`src/rtl/ecc_pkg.sv`:
```
// Constants, carriers and states for the four-byte group error correction
// Contract
// - Correction invisible to bus traffic and acknowledges
// - Codeword is aligned four-byte group
// - Single wrong bit in group corrected on read
// - Byte write rewrites whole group, fresh check
// - Each write command: one cycle, group once
// - Programming starts only at stop condition
// - Page writes wrap low seven address bits
// - No acknowledge while programming runs
package ecc_pkg;
    localparam int BYTE_W = 8;
    localparam int DATA_W = 32;
    localparam int CHK_W = 6;
    localparam int CW_W = DATA_W + CHK_W;
    localparam int ADDR_W = 15;
    localparam int SEL_W = 2;
    localparam int GRP_W = ADDR_W - SEL_W;
    localparam int OFS_W = 7;
    localparam int PAGE_W = ADDR_W - OFS_W;
    localparam int PAGE_BYTES = 128;
    localparam int GRP_BYTES = 4;
    localparam int GIDX_W = OFS_W - SEL_W;
    localparam logic [GIDX_W-1:0] GIDX_LAST = 5'h1f;
    localparam int CNT_W = 24;
    localparam int T_WR_MS = 5;
    localparam int CLK_KHZ = 100000;
    localparam int PROG_CYCLES_DEF = T_WR_MS * CLK_KHZ;

    typedef struct packed {
        logic valid;
        logic [ADDR_W-1:0] addr;
        logic [BYTE_W-1:0] data;
    } byte_wr_t;

    typedef struct packed {
        logic valid;
        logic [ADDR_W-1:0] addr;
    } rd_req_t;

    typedef struct packed {
        logic valid;
        logic [BYTE_W-1:0] data;
    } byte_rd_t;

    typedef struct packed {
        logic rd;
        logic wr;
        logic [GRP_W-1:0] grp;
        logic [CW_W-1:0] wdata;
    } array_req_t;

    typedef enum logic [2:0] {
        ST_IDLE = 3'h0,
        ST_RD_WAIT = 3'h1,
        ST_RD_DATA = 3'h2,
        ST_PG_SCAN = 3'h3,
        ST_PG_WAIT = 3'h4,
        ST_PG_MERGE = 3'h5,
        ST_PG_TIME = 3'h6
    } state_t;
endpackage : ecc_pkg

```
`src/rtl/group_ecc.sv`:
```
// Group error correction layer between serial front end and array
`timescale 1ns/1ps
module group_ecc #(
    parameter int unsigned PROG_CYCLES = ecc_pkg::PROG_CYCLES_DEF
) (
    input wire logic clk_in,
    input wire logic reset_in,
    input wire ecc_pkg::byte_wr_t wr_in,
    input wire logic stop_in,
    input wire ecc_pkg::rd_req_t rd_in,
    input wire logic [ecc_pkg::CW_W-1:0] arr_rdata_in,
    output ecc_pkg::byte_rd_t rd_out,
    output logic busy_out,
    output ecc_pkg::array_req_t arr_out
);
    import ecc_pkg::*;

    // Check bits: XOR of codeword positions of set data bits
    function automatic logic [CHK_W-1:0] hamming_chk(
        input logic [DATA_W-1:0] d);
        logic [CHK_W-1:0] c;
        int j;
        c = '0;
        j = 0;
        for (int p = 1; p <= CW_W; p++) begin
            if ((p & (p - 1)) != 0) begin
                if (d[j])
                    c = c ^ CHK_W'(p);
                j++;
            end
        end
        return c;
    endfunction : hamming_chk

    // Flips the data bit that the syndrome points at
    function automatic logic [DATA_W-1:0] fix_word(
        input logic [DATA_W-1:0] d, input logic [CHK_W-1:0] chk);
        logic [CHK_W-1:0] s;
        logic [DATA_W-1:0] r;
        int j;
        s = chk ^ hamming_chk(d);
        r = d;
        j = 0;
        for (int p = 1; p <= CW_W; p++) begin
            if ((p & (p - 1)) != 0) begin
                if (s == CHK_W'(p))
                    r[j] = ~r[j];
                j++;
            end
        end
        return r;
    endfunction : fix_word

    state_t state_r, state_nxt;
    logic [BYTE_W-1:0] buf_r [PAGE_BYTES];
    logic [BYTE_W-1:0] buf_nxt [PAGE_BYTES];
    logic [PAGE_BYTES-1:0] vld_r, vld_nxt;
    logic [OFS_W-1:0] ofs_r, ofs_nxt;
    logic [PAGE_W-1:0] page_r, page_nxt;
    logic [GIDX_W-1:0] gidx_r, gidx_nxt;
    logic [SEL_W-1:0] sel_r, sel_nxt;
    logic [CNT_W-1:0] cnt_r, cnt_nxt;
    byte_rd_t rd_r, rd_nxt;
    logic busy_r, busy_nxt;
    array_req_t arr_r, arr_nxt;
    logic [DATA_W-1:0] corr_w;

    assign corr_w = fix_word(arr_rdata_in[DATA_W-1:0],
                             arr_rdata_in[CW_W-1:DATA_W]);

    always_comb begin
        logic [OFS_W-1:0] o;
        logic [DATA_W-1:0] m;
        o = '0;
        m = corr_w;
        state_nxt = state_r;
        buf_nxt = buf_r;
        vld_nxt = vld_r;
        ofs_nxt = ofs_r;
        page_nxt = page_r;
        gidx_nxt = gidx_r;
        sel_nxt = sel_r;
        cnt_nxt = cnt_r;
        rd_nxt = '0;
        busy_nxt = busy_r;
        arr_nxt = arr_r;
        arr_nxt.rd = 1'b0;
        arr_nxt.wr = 1'b0;
        unique case (state_r)
            ST_IDLE: begin
                if (wr_in.valid) begin
                    if (vld_r == '0) begin
                        o = wr_in.addr[OFS_W-1:0];
                        page_nxt = wr_in.addr[ADDR_W-1:OFS_W];
                    end else begin
                        o = ofs_r;
                    end
                    buf_nxt[o] = wr_in.data;
                    vld_nxt[o] = 1'b1;
                    ofs_nxt = o + 1'b1;
                end else if (stop_in && vld_r != '0) begin
                    state_nxt = ST_PG_SCAN;
                    gidx_nxt = '0;
                    busy_nxt = 1'b1;
                end else if (rd_in.valid) begin
                    arr_nxt.rd = 1'b1;
                    arr_nxt.grp = rd_in.addr[ADDR_W-1:SEL_W];
                    sel_nxt = rd_in.addr[SEL_W-1:0];
                    state_nxt = ST_RD_WAIT;
                end
            end
            ST_RD_WAIT: state_nxt = ST_RD_DATA;
            ST_RD_DATA: begin
                rd_nxt.valid = 1'b1;
                rd_nxt.data = corr_w[sel_r*BYTE_W +: BYTE_W];
                state_nxt = ST_IDLE;
            end
            ST_PG_SCAN: begin
                if (vld_r[gidx_r*GRP_BYTES +: GRP_BYTES] != '0) begin
                    arr_nxt.rd = 1'b1;
                    arr_nxt.grp = {page_r, gidx_r};
                    state_nxt = ST_PG_WAIT;
                end else if (gidx_r == GIDX_LAST) begin
                    state_nxt = ST_PG_TIME;
                    cnt_nxt = '0;
                end else begin
                    gidx_nxt = gidx_r + 1'b1;
                end
            end
            ST_PG_WAIT: state_nxt = ST_PG_MERGE;
            ST_PG_MERGE: begin
                for (int b = 0; b < GRP_BYTES; b++) begin
                    if (vld_r[{gidx_r, SEL_W'(b)}])
                        m[b*BYTE_W +: BYTE_W] =
                            buf_r[{gidx_r, SEL_W'(b)}];
                end
                arr_nxt.wr = 1'b1;
                arr_nxt.wdata = {hamming_chk(m), m};
                if (gidx_r == GIDX_LAST) begin
                    state_nxt = ST_PG_TIME;
                    cnt_nxt = '0;
                end else begin
                    gidx_nxt = gidx_r + 1'b1;
                    state_nxt = ST_PG_SCAN;
                end
            end
            ST_PG_TIME: begin
                cnt_nxt = cnt_r + 1'b1;
                if (cnt_r >= CNT_W'(PROG_CYCLES - 1)) begin
                    state_nxt = ST_IDLE;
                    busy_nxt = 1'b0;
                    vld_nxt = '0;
                end
            end
            default: state_nxt = ST_IDLE;
        endcase
    end

    always_ff @(posedge clk_in) begin
        if (reset_in) begin
            state_r <= ST_IDLE;
            vld_r <= '0;
            ofs_r <= '0;
            page_r <= '0;
            gidx_r <= '0;
            sel_r <= '0;
            cnt_r <= '0;
            rd_r <= '0;
            busy_r <= 1'b0;
            arr_r <= '0;
        end else begin
            state_r <= state_nxt;
            vld_r <= vld_nxt;
            ofs_r <= ofs_nxt;
            page_r <= page_nxt;
            gidx_r <= gidx_nxt;
            sel_r <= sel_nxt;
            cnt_r <= cnt_nxt;
            rd_r <= rd_nxt;
            busy_r <= busy_nxt;
            arr_r <= arr_nxt;
        end
        buf_r <= buf_nxt;
    end

    assign rd_out = rd_r;
    assign busy_out = busy_r;
    assign arr_out = arr_r;

    // Checks
    logic [CHK_W-1:0] syn_w;
    assign syn_w = arr_rdata_in[CW_W-1:DATA_W]
                   ^ hamming_chk(arr_rdata_in[DATA_W-1:0]);
endmodule : group_ecc

```
`config.mk`:
```
export PLATFORM = sky130hd
export DESIGN_NAME = group_ecc
export DESIGN_NICKNAME = d
export VERILOG_FILES = /design/src/rtl/ecc_pkg.sv /design/src/rtl/group_ecc.sv
export SDC_FILE = /design/constraint.sdc
export NUM_CORES = 2
export LEC_CHECK = 0
export BUFFER_PORTS_ARGS = -buffer_cell sky130_fd_sc_hd__buf_2
export CAP_MARGIN = 40
export CORE_MARGIN = 2
export CORE_UTILIZATION = 62
export CTS_BUF_LIST = sky130_fd_sc_hd__clkbuf_8 sky130_fd_sc_hd__clkbuf_16
export CTS_CLUSTER_SIZE = 20
export DETAILED_ROUTE_END_ITERATION = 6
export HOLD_SLACK_MARGIN = 0.02
export PLACE_DENSITY = 0.81
export SYNTH_ARGS = -nofsm -noshare
export SYNTH_HDL_FRONTEND = slang
export SYNTH_SLANG_ARGS = --single-unit
export TNS_END_PERCENT = 5
```
`constraint.sdc`:
```
create_clock -name clk_in -period 5.4 [get_ports clk_in]
set_input_delay 1.08 -clock clk_in [delete_from_list [all_inputs] [get_ports clk_in]]
set_output_delay 1.08 -clock clk_in [all_outputs]
set_load 0.05 [all_outputs]
```
### Yosys cells after proc, flatten, opt, wreduce, memory -nomap -nowiden

Index checks and enable logic that the tools add are counted.

* register bits: 1264
* bits of input ports: 81
* word-level logic and storage cells: 717

* $add $sub $neg: 33
* magnitude comparators: 44
* equality and inequality tests: 49
* shift-type cells: 2
* multiplexer cells: 322
* bitwise gates (word level): 104
* reduce and logical (&&, ||, !) cells: 21

Operators by type and width (number)
* $bwmux W1024: 1
* $mux W32: 32
* $lt A32 B7 Y1 const B: 31
* $add A32 B2 Y32 const B: 30
* $mux W6: 44
* $mux W128: 2
* $pmux W128 S2: 1
* $bmux W8 S7: 4
* $bmux W1 S5: 35
* $mux W5: 35
* $mux W8: 18
* $logic_not A128 Y1: 1
* $or A128 B128 Y128: 1
* $reduce_bool A128 Y1: 1
* $shiftx A128 B8 Y4: 1
* $eq A6 B5 Y1 const B: 15
* $not A3 Y3: 26
* $mux W1: 76
* $mux W24: 3
* $pmux W24 S3: 1
* $mux W13: 5
* $mux W4: 15
* $demux W8 S7: 1
* $not A2 Y2: 22
* other kinds (64): 174

### Logic depth before layout (Yosys ltp)

* word-level depth: 193
* mapped depth: 18
* depth with buffers taken out: 12

### Worst setup path before layout

OpenSTA, ideal clock, no wires.

* kind: input to register
* start: in arr_rdata_in[25] (netlist bit)
* end: reg arr_r, in the netlist arr_out[35]
* setup time: 0.070 ns
* data arrival time: 4.451 ns
* data required time: 5.330 ns
* slack: 0.878 ns
* stages: 12
* path through: xnor2_1 > xnor3_1 > xor3_1 > nor2_1 > nand3_2 > o21a_1 > o31ai_1 > xnor3_1 > xnor3_1 > xnor3_1 > nand2_1 > a21oi_1

* cells in the longest elaborated chain, start to end: 118
* elaborated cells between the ends (all ways): 201
* classes of those cells: eq/ne: 32; mux: 147; bitwise: 22

RTL lines
* start, declared: RTL line group_ecc.sv:11 `input wire logic [ecc_pkg::CW_W-1:0] arr_rdata_in,`
* $mux W5
* $not A1 Y2 (no line) or $mux W6 (tied branches)
* $mux W6 or $not A2 Y2 (tied branches)
* $mux W6
* $not A3 Y3 (no line) or $not A2 Y2 (tied branches)
* $mux W6
* $mux W6 or $not A3 Y3 (tied branches)
* $not A3 Y3 (no line) or $mux W6 (tied branches)
* [102 not listed]
* $mux W6 *: RTL line group_ecc.sv:89 `unique case (state_r)`
* $mux W6 *: RTL line group_ecc.sv:27 `if (d[j])`
* $mux W6 *: RTL line group_ecc.sv:89
* $mux W6 *: RTL line group_ecc.sv:27
* $mux W6 *: RTL line group_ecc.sv:89
* $mux W6 *: RTL line group_ecc.sv:27
* $mux W6 *: RTL line group_ecc.sv:89
* $mux W6 *: RTL line group_ecc.sv:27
* end signal, assigned: RTL line group_ecc.sv:181 `arr_r <= arr_nxt;`
* end, declared: RTL line group_ecc.sv:65 `array_req_t arr_r, arr_nxt;`

Mark *: on every way between the ends. The rest lies on a longest branch, timed or not. The select of a mux whose other input is x is not followed.
A chain may end at the register's enable or synchronous reset.

### Final worst setup path

* start: reg gidx_r[0]
* end: reg cnt_r[19]

* cells in the longest elaborated chain, start to end: 4
* elaborated cells between the ends (all ways): 8
* classes of those cells: eq/ne: 2; shift: 1; mux: 3; reduce/logical: 2

RTL lines
* start, declared: RTL line group_ecc.sv:60 `logic [GIDX_W-1:0] gidx_r, gidx_nxt;`
* start signal, assigned: RTL line group_ecc.sv:176 `gidx_r <= gidx_nxt;`
* $shiftx A128 B8 Y4 or $eq A5 B5 Y1 (tied branches): RTL line group_ecc.sv:119, group_ecc.sv:123, group_ecc.sv:139
* $reduce_bool A4 Y1 or $mux W24 (tied branches)
* $ne A2 B2 Y1 (no line) or $mux W24 (tied branches)
* $reduce_and A2 Y1 (no line) or $pmux W24 S3 (tied branches)
* end signal, assigned: RTL line group_ecc.sv:178 `cnt_r <= cnt_nxt;`
* end, declared: RTL line group_ecc.sv:62 `logic [CNT_W-1:0] cnt_r, cnt_nxt;`

Several ways; a longest one is shown, not always the timed one. The select of a mux whose other input is x is not followed.

==> flow_summary_export.csv <==
group,metric,value,unit
status,status,"completed",
layout,nets,3466,
floorplanning,dieArea,0.0863,mm²
floorplanning,io-pin-count,144,
layout,multi_input_area,0.0156,mm²
yosys,yosys_register_bits,1264,
floorplanning,start_util,62.4,%
worst_hold_path,min_from,"arr_out[35]",
global_route,grt_usage,33.5,%
pwr,power.density,539,mW/mm²
place,place_congestion,0.971,
critical_path,r2r-start,"gidx_r[0]",
yosys,syn-cell-area,0.0520,mm²
worst_hold_path,hold_class,"flop to flop",
run,maxCapViolCount,0,
clocking,insertion_delay,0.76,ns
layout,regArea,0.0356,mm²
floorplanning,rows,106,
global_route,grt_util_met2,54.1,%
sta,skew,0.0780,ns
layout,drive_gt1_share,25.9,%
yosys,synth_common_cells,"edfxtp_1, nor2_1, mux4_2",
place,dp_hpwl,90700,µm
global_route,grt-ovfl-total,0,
place,portBuffers,143,
yosys,synthCells,3116,
sta,slew_violations,0,
yosys,synth_edf_count,1024,
clocking,clk_pin_slew,0.06,ns
clocking,cts_sinks,1264,
sta,fin_crit_sh,91.0,%
critical_path,worst_r2r_path_depth,14,
yosys,synthArstFlopShare,0,%
sta,relSlewSlack,33.8,%
detailed_routing,via_per_inst,6.75,
pwr,leakage,19.2,nW
floorplanning,core,0.0834,mm²
global_route,met3_usage,7.21,%
global_route,antenna_found_initial,8,
yosys,yosys_warnings,0,
worst_hold_path,min_to,"arr_out[35]",
place,place_ws,0.246,ns
clocking,post_cts_buffers,0,
critical_path,cp-end-kind,"flop",
sta,setup_slack,0.487,ns
critical_path,cp_data_arrival_time,5.57,ns
clocking,cts_buffers,119,
floorplanning,die-width,294,µm
yosys,synth.avg_cell_area,16.7,µm²
global_route,grt.busiest_layer,"met2",
clocking,clock_path_buffers,3,
yosys,yosysUniqueCellTypes,65,
clocking,clockRootBuffer,"clkbuf_16",
sta,setup_tns,0,ns
worst_hold_path,min_delay_path_depth,2,
yosys,seq_area_frac_synth,68.3,%
global_route,grt_use_met1,45.3,%
sta,hold_violations,0,
yosys,synth_top_area_share,59.1,%
sta,max_freq,204,MHz
detailed_routing,detail-route-antenna-nets,0,
detailed_routing,wire_per_inst,31.3,µm
global_route,grt_pass1_wl,209000,µm
detailed_routing,vias,30800,
critical_path,start_kind,"flop",
sta,setup_viol,0,
yosys,synth_top_cell_by_area,"edfxtp_1",
global_route,grt_pass1_vias,30700,
global_route,grt_max_degree,89,
yosys,synth_top_cells_by_area,"edfxtp_1, mux4_2, dfxtp_1",
detailed_routing,dr.pass1.iters,6,
yosys,synth_nets,3201,
critical_path,r2r_end,"cnt_r[19]",
yosys,synth-main-ff-cell,"edfxtp_1",
clocking,tritoncts,"done",
clocking,htreeDepth,3,
sta,period_needed,4.91,ns
layout,syn_to_final_growth,13.3,%
pwr,vdd_drop_max,1260,µV
detailed_routing,drc,0,
detailed_routing,wl,143000,µm
detailed_routing,drtIter0Drc,3854,
layout,fillerInstances,4988,
critical_path,cp_max_fo,42,
yosys,synth_most_common_cell,"edfxtp_1",
sta,worst-slew-pin-transition,0.993,ns
critical_path,crit_required,6.05,ns
critical_path,crit_type,"flop to flop",
floorplanning,die_h,294,µm
sta,rsz0062_at_grt,"no",
critical_path,regToRegSetupSlack,0.49,ns
## cells in the final DEF, fill, tap and decap left out, types with 17 or more instances in the layout
cell,n
nor4_1,36
clkinv_2,24
nand2_1,110
nand3_1,20
nor2b_1,17
o21ai_0,40
nor3_1,24
buf_2,135
nand4_1,19
inv_1,42
dfxtp_1,235
a211oi_1,31
a21oi_1,207
clkbuf_16,123
xor2_1,31
xnor2_1,74
nand2b_1,19
mux4_2,354
xnor3_1,19
mux2i_1,51
nor2_1,409
a22oi_1,22
or3_1,23
buf_4,173
edfxtp_1,1024
## where the power goes
group | leakage [nW] | internal [mW] | total [mW] | switching [mW]
clock network | 2.08 | 4.88 | 8.61 | 3.74
registers | 11.1 | 11.3 | 11.7 | 0.334
logic | 6.01 | 3.58 | 11.5 | 7.87
total | 19.2 | 19.8 | 31.7 | 11.9
## how the worst max path moves through the flow
stage	startpoint	endpoint	slack, ns	cells past startpoint
3_3_place_gp	arr_rdata_in[25]	arr_out[36]	0.13	13
5_1_grt	gidx_r[0]	cnt_r[23]	0.18	15
2_1_floorplan	arr_rdata_in[25]	arr_out[35]	0.88	12
4_1_cts	gidx_r[0]	cnt_r[19]	0.26	14
6_report	gidx_r[0]	cnt_r[19]	0.49	14
3_5_place_dp	arr_rdata_in[6]	arr_out[33]	0.25	14
## what timing repair did
item,CTS,global route
setup endpoints to repair,0,1
resized for setup,0,1
hold buffers,0,0
## metrics by stage
stage,hold WS [ns],utilization [%],total power [mW],area (µm²),instances
after detailed placement,0.442,65.7,23.3,54800,4337
after floorplan,0.450,-,22.3,52000,3116
final,0.450,70.7,31.7,59000,4567
after CTS,0.449,70.6,31.8,58900,4558
after global routing,0.471,70.7,31.9,58900,4564
after global placement,0.445,65.6,23.4,54700,4331
## state kept, by name (all words and copies together), names as in the netlist
| register | cells |
|---|---|
| ofs_r | 7 |
| page_r | 8 |
| busy_out | 1 |
| gidx_r | 5 |
| vld_r | 128 |
| state_r | 3 |
| cnt_r | 24 |
| sel_r | 2 |
| arr_out | 53 |
| rd_out | 9 |
| buf_r | 1024 |
## layer usage
metal | up-vias | share of wire (%)
met4 | 4 | 4.4
met5 | - | 0.020
li1 | 12800 | -
met3 | 344 | 10
met1 | 15600 | 37
met2 | 2076 | 49
## logic make-up (layout without fill, tap and decap cells)
| logic type | after synthesis | count (layout) | share of synthesized area, % |
|---|---|---|---|
| AND/OR/NAND/NOR | 734 | 734 | 6.31 |
| buffers and inverters | 199 | 564 | 1.78 |
| flip-flops | 1264 | 1264 | 68.3 |
| AO/OA/AOI/OAI | 368 | 368 | 4.14 |
| multiplexers | 418 | 418 | 16.6 |
| XOR/XNOR | 129 | 129 | 2.77 |
| adder cells (fa/ha/maj) | 4 | 4 | 0.0962 |
| other | 0 | 6 | 0 |
## critical path, cell delays in order, from the launching register on
cell and delay [ns]:
dfxtp_4 0.69, buf_12 0.38, mux4_2 0.55, mux4_2 0.49
mux2i_2 0.16, buf_4 0.29, inv_2 0.13, nor4_2 0.41
buf_4 0.20, nor2_1 0.11, nor2_1 0.29, and4_1 0.34
nand2_1 0.21, or3_1 0.36, a21oi_1 0.16
## layout make-up
class / instances / share of cell area (%)
antenna: 6 / 0.0255
multi-input combinational: 1653 / 26.5
clock inverter: 90 / 1.49
inverter: 21 / 0.134
tap: 1080 / 2.29
sequential: 1264 / 60.3
timing repair buffer: 322 / 3.86
clock buffer: 131 / 5.41
Power figures use the tool's default switching activity.
